--- config.mk ---
export PLATFORM = sky130hd
export DESIGN_NAME = ils_top
export DESIGN_NICKNAME = d
export VERILOG_FILES = /design/src/verilog/ils_pkg.sv /design/src/verilog/ils_prio_if.sv /design/src/verilog/ils_level_dec.sv /design/src/verilog/ils_top.sv
export SDC_FILE = /design/constraint.sdc
export NUM_CORES = 1
export LEC_CHECK = 0
export BUFFER_PORTS_ARGS = -buffer_cell sky130_fd_sc_hd__buf_2
export CAP_MARGIN = 30
export CORE_UTILIZATION = 50
export DETAILED_ROUTE_END_ITERATION = 10
export PLACE_DENSITY_LB_ADDON = 0.05
export SLEW_MARGIN = 30
export SYNTH_ARGS = -nofsm -noshare
export SYNTH_HDL_FRONTEND = slang
export SYNTH_SLANG_ARGS = --single-unit
--- constraint.sdc ---
create_clock -name mclk -period 1.7 [get_ports mclk]
set_clock_uncertainty 0.05 [all_clocks]
set_input_delay 0.17 -clock mclk [delete_from_list [all_inputs] [get_ports mclk]]
set_output_delay 0.17 -clock mclk [all_outputs]
set_load 0.01 [all_outputs]
--- src/verilog/ils_pkg.sv ---
// shared constants, register map and state types of the priority-level block
package ils_pkg;

	// AXI4-Lite geometry
	localparam int unsigned AXI_AW   = 8;
	localparam int unsigned AXI_DW   = 32;
	localparam int unsigned REG_W    = 16;
	localparam int unsigned FIELD_W  = 2;
	localparam int unsigned NUM_SRC  = 22;

	// register indices as printed; byte address is four times the index
	localparam logic [AXI_AW-1:0] IDX_LEVEL_SEL_FIVE  = 8'h05;
	localparam logic [AXI_AW-1:0] IDX_LEVEL_SEL_SIX   = 8'h06;
	localparam logic [AXI_AW-1:0] IDX_LEVEL_SEL_SEVEN = 8'h07;
	localparam int unsigned       BYTE_ADDR_LSB       = 2;

	// reset values
	localparam logic [REG_W-1:0] RST_LEVEL_SEL = 16'h0000;

	// writable bits: reserved pairs are masked out
	localparam logic [REG_W-1:0] WMASK_FIVE  = 16'hFF3F;
	localparam logic [REG_W-1:0] WMASK_SIX   = 16'hFFCF;
	localparam logic [REG_W-1:0] WMASK_SEVEN = 16'hFFFF;

	// priority_level_field encodings
	localparam logic [FIELD_W-1:0] CODE_DISABLED = 2'h0;
	localparam logic [FIELD_W-1:0] CODE_LEVEL0   = 2'h1;
	localparam logic [FIELD_W-1:0] CODE_LEVEL1   = 2'h2;
	localparam logic [FIELD_W-1:0] CODE_LEVEL2   = 2'h3;
	localparam logic [FIELD_W-1:0] LEVEL_0       = 2'h0;
	localparam logic [FIELD_W-1:0] LEVEL_1       = 2'h1;
	localparam logic [FIELD_W-1:0] LEVEL_2       = 2'h2;

	// AXI responses
	localparam logic [1:0] RESP_OKAY   = 2'h0;
	localparam logic [1:0] RESP_SLVERR = 2'h2;

	// bit offset of each register in the {seven, six, five} concatenation
	localparam int unsigned BASE_FIVE  = 0;
	localparam int unsigned BASE_SIX   = 16;
	localparam int unsigned BASE_SEVEN = 32;

	// source order and field lsb in the concatenation
	localparam int unsigned SRC_POS [NUM_SRC] = '{
		// RULE6 decoder1 index, home/watchdog
		BASE_FIVE + 14, BASE_FIVE + 12,
		// RULE7 serial1 rx full, rx error
		BASE_FIVE + 10, BASE_FIVE + 8,
		// RULE8 serial1 tx idle, tx empty
		BASE_FIVE + 4, BASE_FIVE + 2,
		// RULE9 spi port0 tx empty
		BASE_FIVE + 0,
		// RULE10 timer c ch0
		BASE_SIX + 14,
		// RULE11 timer d ch3..ch0
		BASE_SIX + 12, BASE_SIX + 10, BASE_SIX + 8, BASE_SIX + 6,
		// RULE12 decoder0 index, home/watchdog
		BASE_SIX + 2, BASE_SIX + 0,
		// RULE13 timer a ch0, timer b ch3..ch0
		BASE_SEVEN + 14, BASE_SEVEN + 12, BASE_SEVEN + 10,
		BASE_SEVEN + 8, BASE_SEVEN + 6,
		// RULE14 timer c ch3..ch1
		BASE_SEVEN + 4, BASE_SEVEN + 2, BASE_SEVEN + 0
	};

	// register-side state
	typedef struct packed
	{
		logic [REG_W-1:0]  level_sel_five;
		logic [REG_W-1:0]  level_sel_six;
		logic [REG_W-1:0]  level_sel_seven;
		logic              aw_got;
		logic              w_got;
		logic [AXI_AW-1:0] awaddr;
		logic [REG_W-1:0]  wdata;
		logic [1:0]        wstrb;
		logic              bvalid;
		logic [1:0]        bresp;
		logic              rvalid;
		logic [1:0]        rresp;
		logic [AXI_DW-1:0] rdata;
	} ils_regs_s;

	// decoder-side state
	typedef struct packed
	{
		logic [NUM_SRC-1:0]              enable;
		logic [NUM_SRC-1:0][FIELD_W-1:0] level;
		logic [NUM_SRC-1:0]              req;
	} ils_dec_s;

endpackage

--- src/verilog/ils_prio_if.sv ---
// carrier between the register file and the per-source level decoder
interface ils_prio_if;
	import ils_pkg::*;

	logic [NUM_SRC-1:0][FIELD_W-1:0] field;
	logic [NUM_SRC-1:0]              raw_irq;
	logic [NUM_SRC-1:0]              enable;
	logic [NUM_SRC-1:0][FIELD_W-1:0] level;
	logic [NUM_SRC-1:0]              req;

	modport regs (output field, output raw_irq,
		input enable, input level, input req);
	modport dec (input field, input raw_irq,
		output enable, output level, output req);
endinterface

--- src/verilog/ils_level_dec.sv ---
// per-source decode of priority codes into enable, level and gated request
module ils_level_dec
	import ils_pkg::*;
(
	// clock and reset
	input  wire logic  mclk,
	input  wire logic  srst,
	// fields in, decoded view out
	ils_prio_if.dec    pif
);
	import ils_pkg::*;

	ils_dec_s r_reg;
	ils_dec_s r_next;

	////////////////////////////////////////////////////////////////////
	always_comb
	begin
		r_next = r_reg;
		for (int i = 0; i < NUM_SRC; i++)
		begin
			unique case (pif.field[i])
				// RULE1 code zero disables
				CODE_DISABLED:
				begin
					r_next.enable[i] = 1'b0;
					r_next.level[i]  = LEVEL_0;
				end
				// RULE2 code to level
				CODE_LEVEL0:
				begin
					r_next.enable[i] = 1'b1;
					r_next.level[i]  = LEVEL_0;
				end
				CODE_LEVEL1:
				begin
					r_next.enable[i] = 1'b1;
					r_next.level[i]  = LEVEL_1;
				end
				// RULE3 top code stops at level 2
				CODE_LEVEL2:
				begin
					r_next.enable[i] = 1'b1;
					r_next.level[i]  = LEVEL_2;
				end
			endcase
			// RULE15 disabled source never requests
			r_next.req[i] = pif.raw_irq[i] && (pif.field[i] != CODE_DISABLED);
		end
	end

	always_ff @(posedge mclk)
	begin
		if (srst)
			r_reg <= '0;
		else
			r_reg <= r_next;
	end

	////////////////////////////////////////////////////////////////////
	assign pif.enable = r_reg.enable;
	assign pif.level  = r_reg.level;
	assign pif.req    = r_reg.req;
endmodule

--- src/verilog/ils_top.sv ---
// priority-level registers five to seven behind an AXI4-Lite slave
//
// Behaviour
// RULE1: code 00 disables source, reset default
// RULE2: codes 01,10,11 give levels 0,1,2
// RULE3: no encoding selects level above two
// RULE4: reserved pairs read zero, ignore writes
// RULE5: all three registers reset to zero
// RULE6: register five: decoder1 index, home fields
// RULE7: register five: serial1 rx full, rx error
// RULE8: register five: serial1 tx idle, tx empty
// RULE9: register five bits 1-0: spi0 tx empty
// RULE10: register six bits 15-14: timer c0
// RULE11: register six: timer d3..d0 fields
// RULE12: register six: decoder0 index, home fields
// RULE13: register seven: timer a0, timer b3..b0
// RULE14: register seven: timer c3..c1 low fields
// RULE15: forward enable and level; gate requests
//
// Chosen here: register access over AXI4-Lite.
module ils_top
	import ils_pkg::*;
(
	// clock and reset
	input  wire logic                            mclk,
	input  wire logic                            srst,
	// AXI4-Lite write address
	input  wire logic                            s_axi_awvalid,
	output logic                                 s_axi_awready,
	input  wire logic [ils_pkg::AXI_AW-1:0]      s_axi_awaddr,
	// AXI4-Lite write data
	input  wire logic                            s_axi_wvalid,
	output logic                                 s_axi_wready,
	input  wire logic [ils_pkg::AXI_DW-1:0]      s_axi_wdata,
	input  wire logic [3:0]                      s_axi_wstrb,
	// AXI4-Lite write response
	output logic                                 s_axi_bvalid,
	input  wire logic                            s_axi_bready,
	output logic [1:0]                           s_axi_bresp,
	// AXI4-Lite read address
	input  wire logic                            s_axi_arvalid,
	output logic                                 s_axi_arready,
	input  wire logic [ils_pkg::AXI_AW-1:0]      s_axi_araddr,
	// AXI4-Lite read data
	output logic                                 s_axi_rvalid,
	input  wire logic                            s_axi_rready,
	output logic [ils_pkg::AXI_DW-1:0]           s_axi_rdata,
	output logic [1:0]                           s_axi_rresp,
	// peripheral sources and arbitration side
	input  wire logic [ils_pkg::NUM_SRC-1:0]     src_irq_in,
	output logic [ils_pkg::NUM_SRC-1:0]          src_enable,
	output logic [ils_pkg::NUM_SRC-1:0][1:0]     src_level,
	output logic [ils_pkg::NUM_SRC-1:0]          src_req
);
	import ils_pkg::*;

	localparam logic [AXI_AW-1:0] ADDR_FIVE  =
		AXI_AW'(IDX_LEVEL_SEL_FIVE << BYTE_ADDR_LSB);
	localparam logic [AXI_AW-1:0] ADDR_SIX   =
		AXI_AW'(IDX_LEVEL_SEL_SIX << BYTE_ADDR_LSB);
	localparam logic [AXI_AW-1:0] ADDR_SEVEN =
		AXI_AW'(IDX_LEVEL_SEL_SEVEN << BYTE_ADDR_LSB);

	ils_regs_s r_reg;
	ils_regs_s r_next;
	logic      write_go;
	logic      write_hit;

	ils_prio_if pif ();

	////////////////////////////////////////////////////////////////////
	// byte-lane merge; only lanes 0 and 1 hold register bits
	function automatic logic [REG_W-1:0] merge
	(
		input logic [REG_W-1:0] old_v,
		input logic [REG_W-1:0] new_v,
		input logic [1:0]       strb,
		input logic [REG_W-1:0] wmask
	);
		logic [REG_W-1:0] m;
		m = old_v;
		if (strb[0])
			m[7:0] = new_v[7:0];
		if (strb[1])
			m[15:8] = new_v[15:8];
		return m & wmask;
	endfunction

	// sub-word address bits are ignored, as AXI4-Lite allows
	function automatic logic [AXI_AW-1:0] word_addr
	(
		input logic [AXI_AW-1:0] a
	);
		return {a[AXI_AW-1:BYTE_ADDR_LSB], {BYTE_ADDR_LSB{1'b0}}};
	endfunction

	////////////////////////////////////////////////////////////////////
	// address and data channels accept independently; the write lands
	// once both are held, so either order works
	assign s_axi_awready = !r_reg.aw_got && !r_reg.bvalid;
	assign s_axi_wready  = !r_reg.w_got && !r_reg.bvalid;
	assign s_axi_arready = !r_reg.rvalid;
	assign write_go      = r_reg.aw_got && r_reg.w_got;
	assign write_hit     = (word_addr(r_reg.awaddr) == ADDR_FIVE)
		|| (word_addr(r_reg.awaddr) == ADDR_SIX)
		|| (word_addr(r_reg.awaddr) == ADDR_SEVEN);

	always_comb
	begin
		r_next = r_reg;

		if (s_axi_awvalid && s_axi_awready)
		begin
			r_next.aw_got = 1'b1;
			r_next.awaddr = s_axi_awaddr;
		end
		if (s_axi_wvalid && s_axi_wready)
		begin
			r_next.w_got = 1'b1;
			r_next.wdata = s_axi_wdata[REG_W-1:0];
			r_next.wstrb = s_axi_wstrb[1:0];
		end

		if (write_go)
		begin
			r_next.aw_got = 1'b0;
			r_next.w_got  = 1'b0;
			r_next.bvalid = 1'b1;
			r_next.bresp  = write_hit ? RESP_OKAY : RESP_SLVERR;
			// RULE4 reserved bits masked
			unique case (word_addr(r_reg.awaddr))
				ADDR_FIVE:
					r_next.level_sel_five = merge(r_reg.level_sel_five,
						r_reg.wdata, r_reg.wstrb, WMASK_FIVE);
				ADDR_SIX:
					r_next.level_sel_six = merge(r_reg.level_sel_six,
						r_reg.wdata, r_reg.wstrb, WMASK_SIX);
				ADDR_SEVEN:
					r_next.level_sel_seven = merge(r_reg.level_sel_seven,
						r_reg.wdata, r_reg.wstrb, WMASK_SEVEN);
				default:
				begin
				end
			endcase
		end
		if (r_reg.bvalid && s_axi_bready)
			r_next.bvalid = 1'b0;

		if (r_reg.rvalid && s_axi_rready)
			r_next.rvalid = 1'b0;
		if (s_axi_arvalid && s_axi_arready)
		begin
			r_next.rvalid = 1'b1;
			r_next.rresp  = RESP_OKAY;
			// RULE4 reserved bits read zero
			unique case (word_addr(s_axi_araddr))
				ADDR_FIVE:
					r_next.rdata = AXI_DW'(r_reg.level_sel_five & WMASK_FIVE);
				ADDR_SIX:
					r_next.rdata = AXI_DW'(r_reg.level_sel_six & WMASK_SIX);
				ADDR_SEVEN:
					r_next.rdata =
						AXI_DW'(r_reg.level_sel_seven & WMASK_SEVEN);
				default:
				begin
					r_next.rdata = '0;
					r_next.rresp = RESP_SLVERR;
				end
			endcase
		end
	end

	always_ff @(posedge mclk)
	begin
		// RULE5 everything disabled at reset
		if (srst)
		begin
			r_reg                 <= '0;
			r_reg.level_sel_five  <= RST_LEVEL_SEL;
			r_reg.level_sel_six   <= RST_LEVEL_SEL;
			r_reg.level_sel_seven <= RST_LEVEL_SEL;
		end
		else
			r_reg <= r_next;
	end

	////////////////////////////////////////////////////////////////////
	assign s_axi_bvalid = r_reg.bvalid;
	assign s_axi_bresp  = r_reg.bresp;
	assign s_axi_rvalid = r_reg.rvalid;
	assign s_axi_rdata  = r_reg.rdata;
	assign s_axi_rresp  = r_reg.rresp;

	////////////////////////////////////////////////////////////////////
	// slice each source's field out of the three registers
	logic [3*REG_W-1:0] all_sel;
	assign all_sel = {r_reg.level_sel_seven, r_reg.level_sel_six,
		r_reg.level_sel_five};

	for (genvar g = 0; g < NUM_SRC; g++)
	begin : g_src
		// RULE6 field placement from table
		assign pif.field[g] = all_sel[SRC_POS[g] +: FIELD_W];
	end
	assign pif.raw_irq = src_irq_in;

	ils_level_dec u_dec
	(
		.mclk (mclk),
		.srst (srst),
		.pif  (pif)
	);

	// RULE15 decoded view to arbitration
	assign src_enable = pif.enable;
	assign src_level  = pif.level;
	assign src_req    = pif.req;
endmodule

==> results of run 1 <==
-- logic make-up after synthesis --
logic type / after synthesis
and+or+nand+nor: 232
DFF: 178
buffers and inverters: 89
muxes: 85
AOI/OAI and AO/OA: 33
other: 1
-- critical path, delay by kind of cell (launching register included) --
kind,cells,cell delay [ps]
simple gates,2,980
flops,1,340
mux,1,140
-- power breakdown --
part | internal, mW | switching (mW)
Clock | 2.28 | 1.46
Sequential | 4.22 | 0.0386
Combinational | 0.257 | 0.232
Total | 6.76 | 1.73
-- Yosys cell counts (5+ instances only) --
| library cell | number |
|---|---|
| dfxtp_1 | 178 |
| nor2_1 | 122 |
| mux2i_1 | 72 |
| nand2b_1 | 61 |
| buf_4 | 37 |
| inv_1 | 25 |
| and2_1 | 22 |
| clkbuf_1 | 18 |
| o2bb2ai_1 | 16 |
| mux2_2 | 13 |
| a22oi_1 | 12 |
| buf_2 | 7 |
| nand3_1 | 6 |
| and3_1 | 5 |
-- area by class of cell --
type,count,area (um^2)
Clock buffer,27,533
Clock inverter,4,45.0
Fill cell,1025,3920
Inverter,25,93.8
Multi-Input combinational cell,368,2390
Sequential cell,178,3560
Tap cell,168,210
Timing Repair Buffer,233,1460
-- cells in the final DEF, fill, tap and decap left out, types with 2 or more instances in the layout --
cell           synthesis  routed
a22oi_1               12      12
clkbuf_1              18       3
inv_1                 25      25
conb_1                 1      18
clkbuf_8               0       7
nand3_1                6       6
nor2_1               122     122
nor2b_1                3       2
mux2i_1               72      72
clkinv_2               0       3
mux2_2                13      13
a21oi_1                3       3
o2bb2ai_1             16      16
and3_1                 5       5
clkbuf_16              0      17
buf_2                  7     168
dfxtp_1              178     178
and2_1                22      22
buf_4                 37      15
nor3b_1                3       2
dlygate4sd3_1          0      49
nand2b_1              61      61
-- final timing paths --
kind | start | slack (ps) | endpoint | cells past startpoint
max | r_reg[60]$_SDFFE_PP0P_ | 80 | all_sel[0]$_SDFFE_PP0P_ | 3
min | s_axi_arvalid | 20 | s_axi_rvalid$_SDFFE_PP0P_ | 3
max reg2reg | r_reg[60]$_SDFFE_PP0P_ | 80 | all_sel[0]$_SDFFE_PP0P_ | 3
min reg2reg | s_axi_rdata[11]$_SDFFE_PP0P_ | 410 | s_axi_rdata[11]$_SDFFE_PP0P_ | 1
-- routing by layer --
metal / global-route usage (%) / part of all wire [%] / vias up
met5: 0 / 0 / -
met4: 8.74 / 1.8 / 0
met3: 5.69 / 4.6 / 21
met2: 39.4 / 52 / 126
met1: 24.5 / 41 / 2209
li1: - / - / 2369
-- through the flow --
stage / hold slack, ps / total power, mW / setup slack, ps / std cells
floorplan: 220 / 4.63 / 165 / 635
global placement: 319 / 4.74 / 127 / 923
detailed placement: 321 / 4.75 / 83.2 / 923
CTS: 7.16 / 8.55 / 72.5 / 1003
global route: 27.7 / 8.77 / 1.30 / 1003
finish: 22.4 / 8.49 / 79.5 / 1003
-- repair_timing --
action / CTS / global route
hold endpoints to repair: 49 / 0
setup buffers: 0 / 0
hold buffers: 49 / 0
endpoints found under the setup margin: 0 / 0
==> summary.md, run 1 <==
| Metric | Value |
|---|---|
| Outcome | `finished, final reports clean` |
| Fraction of registers with async set/reset | `0%` |
| Via-to-Cell Ratio | `~4.7` |
| Yosys warnings | `0` |
| Syn Area/Cell | `around 10 um^2` |
| Post-synthesis instance total | `618` |
| Routed WL per cell | `~14 um` |
| IO Pins | `210` |
| GR Overflow Total | `0` |
| Worst slew pin tran | `about 610 ps` |
| Crit end category | `flip-flop` |
| Post-route clock period utilization | `95.3%` |
| Largest area contributor in the netlist | `dfxtp_1` |
| Endpoints failing setup | `0` |
| IO buf count | `between 150 and 200` |
| Die ar. | `13200 um^2` |
| Largest net degree at the start of global routing | `112` |
| Yosys top cell area share | `56.0%` |
| Slew headroom | `59.3%` |
| Clk sinks | `178` |
| First-pass GRT wire length | `21800 um` |
| Post-synthesis sequential area ratio | `56.0%` |
| Clock buffer depth | `2` |
| RSZ-0062 raised after global routing | `false` |
| Critical-path cell list | `or3b_4 -> or4_4 -> mux2i_1` |
| DP Wirelength | `approximately 9400 um` |
| Post-DP Area | `7230 um^2` |
| Element type at the critical path start | `flip-flop` |
| Critical Path RT | `1950 ps` |
| Die Y | `115 um` |
| VDD IR-drop max | `~650 uV` |
| Adder-Cell Fraction of Synth Area | `0%` |
| Vias | `4725` |
| Number of flops mapped to enable cells by yosys | `0` |
| Slowest CP cell | `or4_4` |
| # Max-Cap Violations | `0` |
| Gr usage total | `a little over a fifth` |
| Final WL | `13800 um` |
| Synth area leaders | `dfxtp_1 (56%), mux2i_1 (11%), nor2_1 (7.2%), nand2b_1 (6.0%), buf_4 (4.4%)` |
| Largest stage delay, worst path | `550 ps` |
| Post-synthesis simple-gate area fraction | `18.6%` |
| Clock slew at reported path FFs | `60 ps` |
| Sum Neg Setup Slack | `0 ps` |
| CTS Root Cell | `clkbuf_16` |
| Diode count | `0` |
| Worst-Skew Late Latency | `between 400 and 500 ps` |
| Initial Util | `52.1%` |
| #FFs+latches synth | `between 150 and 200` |
| Worst min path class | `in -> reg` |
| Compound-Gate Fraction of Synth Area | `4.11%` |
| CTS tree | `built` |
| Post-layout util | `67.9%` |
| Max Clk Rate | `between 0.6 and 0.7 GHz` |
| Initial antenna violation count | `0` |
| Core area | `12200 um^2` |
| # DRC | `0` |
| Synthesized area | `6360 um^2` |
| Post-route ant nets | `0` |
| Min cycle time layout | `1620 ps` |
| WS Path Type | `reg -> reg` |
| Critical path peak fanout | `4` |
| Layout area overhead | `30.4%` |
| Num rows | `40` |
| Largest family of logic cells by synthesized area | `simple AND/OR/NAND/NOR gates` |
| Critical Path AT | `between 1500 and 2000 ps` |
| Final Hold Viols | `0` |
| Post-Synth XOR/XNOR Area | `0%` |
| Post-synthesis mux area share | `13.6%` |
| CTS Buf Count | `17` |
| DRT iter0 DRCs | `204` |
| H-tree depth | `4` |
| Leakage power | `3.84 nW` |
| PD cells | `~1000 nW/um^2` |
| Layout cells sized above 1 | `27.9%` |
| Final net count | `904` |
| GPL Wtd Cong | `roughly 0.76` |
| Post-route design area | `8300 um^2` |
| Vias in the first global route | `4569` |
| Cts repair resizes | `0` |
| Main flop type after synthesis | `dfxtp_1` |
| Cell variety after synth | `31` |
| Slew Viols, Final | `0` |
| Die X | `115 um` |
| Pre-antenna DRT Iters | `4` |
(Power assumes the default switching activity.)
==> run 2, diff against run 1 <==
--- a/config.mk
+++ b/config.mk
@@ -10,6 +10,7 @@
 export CORE_UTILIZATION = 50
 export DETAILED_ROUTE_END_ITERATION = 10
 export PLACE_DENSITY_LB_ADDON = 0.05
+export RECOVER_POWER = 25
 export SLEW_MARGIN = 30
 export SYNTH_ARGS = -nofsm -noshare
 export SYNTH_HDL_FRONTEND = slang
==> run 2 against run 1 <==
Die area unchanged. Design area is 1.1% lower. Combinational power about the same. Largest cell class unchanged. Maximum frequency shrank 0.11%. Critical path depth stayed put. Utilization down 0.73 points. Power about the same. Worst setup slack worse by 1.8 ps. Register-to-register slack about the same.
==> summary.md, run 2 (synthesized netlist as in run 1, its figures left out) <==
| Metric | Value |
|---|---|
| Outcome | `finished, final reports clean (unchanged)` |
| Num rows | `40 (unchanged)` |
| Final net count | `904 (unchanged)` |
| Sum Neg Setup Slack | `0 ps (unchanged)` |
| Slowest CP cell | `or4_4 (unchanged)` |
| PD cells | `1030 nW/um^2 (was 1020 nW/um^2)` |
| Critical R2R Launch | `r_reg[60]$_SDFFE_PP0P_ (unchanged)` |
| Pre-antenna DRT Iters | `4 (unchanged)` |
| CTS Buf Count | `17 (unchanged)` |
| Routed WL per cell | `13.8 um (about the same)` |
| CTS tree | `built (unchanged)` |
| Max Clk Rate | `0.616 GHz (was 0.617 GHz)` |
| Core area | `12200 um^2 (unchanged)` |
| Leakage power | `3.52 nW (was 3.84 nW)` |
| IO Pins | `210 (unchanged)` |
| Die Y | `115 um (unchanged)` |
| VDD IR-drop max | `650 uV (was 651 uV)` |
| Hold path start | `s_axi_arvalid (unchanged)` |
| Non-Filler Instances | `1003 (unchanged)` |
| Post-route clock period utilization | `95.4% (was 95.3%)` |
| Clk sinks | `178 (unchanged)` |
| FILL cells | `1066 (was 1025)` |
| Critical Path RT | `1950 ps (about the same)` |
| Critical-path cell list | `or3b_4 -> or4_4 -> mux2i_1 (unchanged)` |
| Post-layout util | `67.2% (was 67.9%)` |
| CP startpoint | `r_reg[60]$_SDFFE_PP0P_ (unchanged)` |
| Most common cell after layout, fill and taps aside | `dfxtp_1 (unchanged)` |
| Post-route ant nets | `0 (unchanged)` |
| Die ar. | `13200 um^2 (unchanged)` |
| Initial Util | `52.1% (unchanged)` |
| Worst min path class | `in -> reg (unchanged)` |
| CTS Root Cell | `clkbuf_16 (unchanged)` |
| Initial antenna violation count | `0 (unchanged)` |
| Element type at the critical path start | `flip-flop (unchanged)` |
| Layout area overhead | `29.0% (was 30.4%)` |
| CP delay by family, top | `simple AND/OR/NAND/NOR gates (unchanged)` |
| Vias in the first global route | `4569 (unchanged)` |
| # hold bufs at CTS | `49 (unchanged)` |
| # Max-Cap Violations | `0 (unchanged)` |
| Die X | `115 um (unchanged)` |
| DP Cell Count | `923 (unchanged)` |
| # DRC | `0 (unchanged)` |
| Slew headroom | `59.6% (was 59.3%)` |
| Worst slew pin tran | `604 ps (was 608 ps)` |
| First-pass GRT wire length | `21800 um (unchanged)` |
| Final WL | `13900 um (was 13800 um)` |
| Largest stage delay, worst path | `550 ps (about the same)` |
| Post-DP Area | `7230 um^2 (unchanged)` |
| Final Hold Viols | `0 (unchanged)` |
| Min cycle time layout | `1620 ps (about the same)` |
| IO buf count | `169 (unchanged)` |
| Critical Path AT | `1870 ps (about the same)` |
| GR Overflow Total | `0 (unchanged)` |
| Gr usage total | `21.8% (unchanged)` |
| Vias | `4729 (was 4725)` |
| H-tree depth | `4 (unchanged)` |
| GPL Wtd Cong | `0.759 (unchanged)` |
| WS Path Type | `reg -> reg (unchanged)` |
| Endpoints failing setup | `0 (unchanged)` |
| Buf/Inv on CP | `0 (unchanged)` |
| Cts repair resizes | `0 (unchanged)` |
| Post-route design area | `8210 um^2 (was 8300 um^2)` |
| Largest net degree at the start of global routing | `112 (unchanged)` |
| Diode count | `0 (unchanged)` |
| Slew Viols, Final | `0 (unchanged)` |
| Most frequent cells in the layout | `dfxtp_1 (178), nor2_1 (122), buf_2 (97) (was dfxtp_1 (178), buf_2 (168), nor2_1 (122))` |
| DP Wirelength | `9430 um (unchanged)` |
| Layout cells sized above 1 | `19.4% (was 27.9%)` |
| Crit end category | `flip-flop (unchanged)` |
| Setup bufs post-CTS | `0 (unchanged)` |
| Hold Slack | `24.8 ps (was 22.4 ps)` |
| DRT iter0 DRCs | `194 (was 204)` |
| Worst-Skew Late Latency | `420 ps (about the same)` |
| RSZ-0062 raised after global routing | `false (unchanged)` |
| Clock buffer depth | `2 (unchanged)` |
| Critical path peak fanout | `4 (unchanged)` |
| Via-to-Cell Ratio | `4.71 (about the same)` |
| Clock slew at reported path FFs | `60 ps (about the same)` |
[run 2: worst reg2reg max path: stages (launching register included)]
cell and delay, ps:
dfxtp_1 340, or3b_4 430, or4_4 550, mux2i_1 140
[run 2: final cells by class]
class	count	area [um^2]	area share, %
flip-flops and latches	178	3560	43.4
multi-input cells	368	2390	29.1
repair buffers	233	1380	16.8
clock buffers	27	533	6.49
well taps	168	210	2.56
inverters	25	93.8	1.14
clock inverters	4	45.0	0.549
[run 2: layer usage]
layer  up-vias  part of all wire (%)  track usage (%)
li1       2368                     -                -
met1      2223                    42             24.5
met2       117                    52             39.4
met3        21                   4.4             5.69
met4         0                   1.8             8.74
met5         -                     0                0
[run 2: through the flow]
stage                     power [mW]  setup slack, ps
after global placement          4.74              127
after detailed placement        4.75             83.2
after CTS                       8.55             72.5
after global routing            8.77             1.30
final                           8.49             77.7
after floorplan                 4.63              165
[run 2: final timing paths]
check                                 endpoint  slack, ps  cells past startpoint
setup / recovery       all_sel[0]$_SDFFE_PP0P_         80                      3
hold / removal       s_axi_rvalid$_SDFFE_PP0P_         20                      3
setup reg to reg       all_sel[0]$_SDFFE_PP0P_         80                      3
hold reg to reg   s_axi_rdata[11]$_SDFFE_PP0P_        410                      1
[run 2: report_power, final]
| group | total [mW] | switching [mW] | leakage [nW] | internal, mW |
|---|---|---|---|---|
| Combinational | 0.489 | 0.232 | 1.79 | 0.257 |
| Sequential | 4.26 | 0.0384 | 1.44 | 4.22 |
| Clock | 3.74 | 1.46 | 0.289 | 2.28 |
| Total | 8.49 | 1.73 | 3.52 | 6.76 |
==> run 3, diff against run 2 <==
--- a/config.mk
+++ b/config.mk
@@ -5,6 +5,7 @@
 export SDC_FILE = /design/constraint.sdc
 export NUM_CORES = 1
 export LEC_CHECK = 0
+export ABC_AREA = 1
 export BUFFER_PORTS_ARGS = -buffer_cell sky130_fd_sc_hd__buf_2
 export CAP_MARGIN = 30
 export CORE_UTILIZATION = 50
==> run 3 against run 2 <==
Via count up 15%. Maximum frequency up 3.5%. Hold slack worse by 22 ps. Utilization down 0.86 points. Combinational power up 6.1%. Sequential share of layout area up 0.56 points. Power up 2.7%. Non-clock buffer count down 8. Register-to-register slack better by 150 ps. Critical path type is now in -> reg. Critical endpoint is now u_dec.pif.level[11]$_SDFF_PP0_. Largest power group unchanged.
==> summary.md, run 3 <==
| Metric | Value |
|---|---|
| DP Worst Slack | `188 ps (was 83.2 ps)` |
| Die ar. | `13200 um^2 (about the same)` |
| CTS tree | `built (unchanged)` |
| Sum Neg Setup Slack | `0 ps (unchanged)` |
| Routed WL per cell | `13.9 um (was 13.8 um)` |
| DP Cell Count | `1038 (was 923)` |
| Via-to-Cell Ratio | `4.89 (was 4.71)` |
| Clock buffer depth | `2 (unchanged)` |
| Area of the multi-input gates | `2210 um^2 (was 2390 um^2)` |
| Leakage power | `3.49 nW (was 3.52 nW)` |
| Initial antenna violation count | `0 (unchanged)` |
| Fraction of registers with async set/reset | `0% (unchanged)` |
| Hold Slack | `2.88 ps (was 24.8 ps)` |
| Cell variety after synth | `27 (was 31)` |
| Final WL | `15500 um (was 13900 um)` |
| Layout cells sized above 1 | `21.0% (was 19.4%)` |
| Vias | `5456 (was 4729)` |
| Syn Area/Cell | `8.55 um^2 (was 10.3 um^2)` |
| Post-route design area | `8100 um^2 (was 8210 um^2)` |
| DRT iter0 DRCs | `375 (was 194)` |
| Synth top cells by count | `dfxtp_1 (178), nor2_1 (138), o21ai_0 (63) (was dfxtp_1 (178), nor2_1 (122), mux2i_1 (72))` |
| Yosys warnings | `0 (unchanged)` |
| Synthesized area | `6390 um^2 (was 6360 um^2)` |
| Most frequent cell after synthesis | `dfxtp_1 (unchanged)` |
| Outcome | `finished, final reports clean (unchanged)` |
| Yosys top cell area share | `55.8% (was 56.0%)` |
| Die Y | `115 um (about the same)` |
| IO buf count | `169 (unchanged)` |
| Endpoints failing setup | `0 (unchanged)` |
| # Max-Cap Violations | `0 (unchanged)` |
| Met1 usage | `31.4% (was 24.5%)` |
| Slew headroom | `63.7% (was 59.6%)` |
| Gr usage total | `23.5% (was 21.8%)` |
| Met2 Use GR | `37.6% (was 39.4%)` |
| Largest stage delay, worst path | `550 ps (about the same)` |
| CP delay by family, top | `buffers and inverters (was simple AND/OR/NAND/NOR gates)` |
| Vias in the first global route | `4768 (was 4569)` |
| Worst-Skew Late Latency | `420 ps (about the same)` |
| PD cells | `1080 nW/um^2 (was 1030 nW/um^2)` |
| WS Path Type | `in -> reg (was reg -> reg)` |
| Number of flops mapped to enable cells by yosys | `0 (unchanged)` |
| Critical-path cell list | `dlygate4sd3_1 -> clkbuf_1 -> clkbuf_2 -> nor3_1 (was or3b_4 -> or4_4 -> mux2i_1)` |
| Worst slew pin tran | `544 ps (was 604 ps)` |
| CTS Root Cell | `clkbuf_16 (unchanged)` |
| Main flop type after synthesis | `dfxtp_1 (unchanged)` |
| Post-synthesis sequential area ratio | `55.8% (was 56.0%)` |
| Gr busiest metal | `met2 (unchanged)` |
| Layout area overhead | `26.9% (was 29.0%)` |
| H-tree depth | `4 (unchanged)` |
| Critical Path RT | `1930 ps (was 1950 ps)` |
| First-pass GRT wire length | `23500 um (was 21800 um)` |
| Critical path peak fanout | `27 (was 4)` |
| Synth area leaders | `dfxtp_1 (56%), nor2_1 (8.1%), o21ai_0 (4.9%), nand3_1 (4.5%), buf_4 (4.5%) (was dfxtp_1 (56%), mux2i_1 (11%), nor2_1 (7.2%), nand2b_1 (6.0%), buf_4 (4.4%))` |
| Post-route clock period utilization | `92.2% (was 95.4%)` |
| GPL Wtd Cong | `0.813 (was 0.759)` |
| Sequential standard cell area | `3560 um^2 (unchanged)` |
| Buf/Inv on CP | `3 (was 0)` |
| Die X | `115 um (about the same)` |
| CTS Buf Count | `17 (unchanged)` |
| Setup ws final | `133 ps (was 77.7 ps)` |
| Largest net degree at the start of global routing | `78 (was 112)` |
| Critical Path AT | `1790 ps (was 1870 ps)` |
| Pre-antenna DRT Iters | `5 (was 4)` |
| M3 GR Usage | `4.96% (was 5.69%)` |
| Clock slew at reported path FFs | `60 ps (about the same)` |
| Worst min path class | `in -> reg (unchanged)` |
| Element type at the critical path start | `input pin (was flip-flop)` |
| Post-DP Area | `7080 um^2 (was 7230 um^2)` |
| Initial Util | `52.3% (was 52.1%)` |
| Diode count | `0 (unchanged)` |
| Crit end category | `flip-flop (unchanged)` |
| Final Hold Viols | `0 (unchanged)` |
| Post-route ant nets | `0 (unchanged)` |
| IO Pins | `210 (unchanged)` |
| Most common cell after layout, fill and taps aside | `dfxtp_1 (unchanged)` |
| Non-Filler Instances | `1115 (was 1003)` |
| Most frequent cells in the layout | `dfxtp_1 (178), nor2_1 (138), buf_2 (132) (was dfxtp_1 (178), nor2_1 (122), buf_2 (97))` |
| Slowest CP cell | `clkbuf_2 (was or4_4)` |
| Slew Viols, Final | `0 (unchanged)` |
| Num rows | `40 (unchanged)` |
| Largest area contributor in the netlist | `dfxtp_1 (unchanged)` |
| VDD IR-drop max | `555 uV (was 650 uV)` |
| Max Clk Rate | `0.638 GHz (was 0.616 GHz)` |
| Final net count | `1019 (was 904)` |
| RSZ-0062 raised after global routing | `false (unchanged)` |
| Post-synthesis instance total | `747 (was 618)` |
| Core area | `12200 um^2 (unchanged)` |
| #FFs+latches synth | `178 (unchanged)` |
| GR Overflow Total | `0 (unchanged)` |
| FILL cells | `1122 (was 1066)` |
| Min cycle time layout | `1570 ps (was 1620 ps)` |
| DP Wirelength | `10800 um (was 9430 um)` |
| # DRC | `0 (unchanged)` |
| Clk sinks | `178 (unchanged)` |
==> run 3: cell count changes in the layout (fill, tap and decap cells not counted), moves of 36 or more <==
cell	change
a21oi_1	+42
clkbuf_1	-36
mux2i_1	-72
nand2_1	+60
nand2b_1	-61
nand3_1	+52
o21ai_0	+63
==> run 3: per-stage QoR <==
stage               power, mW  utilization (%)
floorplan                4.72                -
global route             9.02             66.4
global placement         4.82             58.0
CTS                      8.78             66.7
detailed placement       4.83             58.0
finish                   8.72             66.4
==> run 3: kinds of logic after synthesis <==
kind of cell	synth area share [%]
compound gates	10.1
other cells	0.0587
buf+inv	10.6
simple gates	23.5
flops	55.8
==> run 3: cell type report <==
cell class / count / area share [%]
Sequential cell: 178 / 44.0
Multi-Input combinational cell: 468 / 27.3
Timing Repair Buffer: 225 / 16.6
Clock buffer: 22 / 5.98
Tap cell: 168 / 2.59
Inverter: 48 / 2.22
Clock inverter: 6 / 1.30
==> run 3: worst paths after layout <==
check	slack, ps	startpoint	endpoint	depth (start not counted)
worst max-delay path	130	srst	u_dec.pif.level[11]$_SDFF_PP0_	4
worst min-delay path	3	s_axi_wdata[11]	r_reg[51]$_SDFFE_PP0P_	3
worst min register to register	420	s_axi_rdata[1]$_SDFFE_PP0P_	s_axi_rdata[1]$_SDFFE_PP0P_	2
worst max register to register	230	r_reg[60]$_SDFFE_PP0P_	all_sel[19]$_SDFFE_PP0P_	7
==> run 3: routing by layer <==
layer	vias to the layer above	share of wire, %
li1	2757	-
met1	2494	46
met2	191	46
met3	14	6.4
met4	0	1.3
met5	-	0
==> run 3: what timing repair did <==
action	CTS	global route
hold endpoints to repair	49	0
resized for setup	0	0
endpoints found under the setup margin	0	2
setup buffers	0	1
hold buffers	48	0
==> run 3: worst reg2reg max path: cells and delay by family (launching register included) <==
kind	cells	cell delay (ps)
and+or+nand+nor	5	860
DFF	1	300
buffers and inverters	2	170
==> run 3: where the power goes <==
group          switching, mW  internal [mW]
combinational          0.299          0.219
clock                   1.46           2.43
sequential            0.0666           4.24
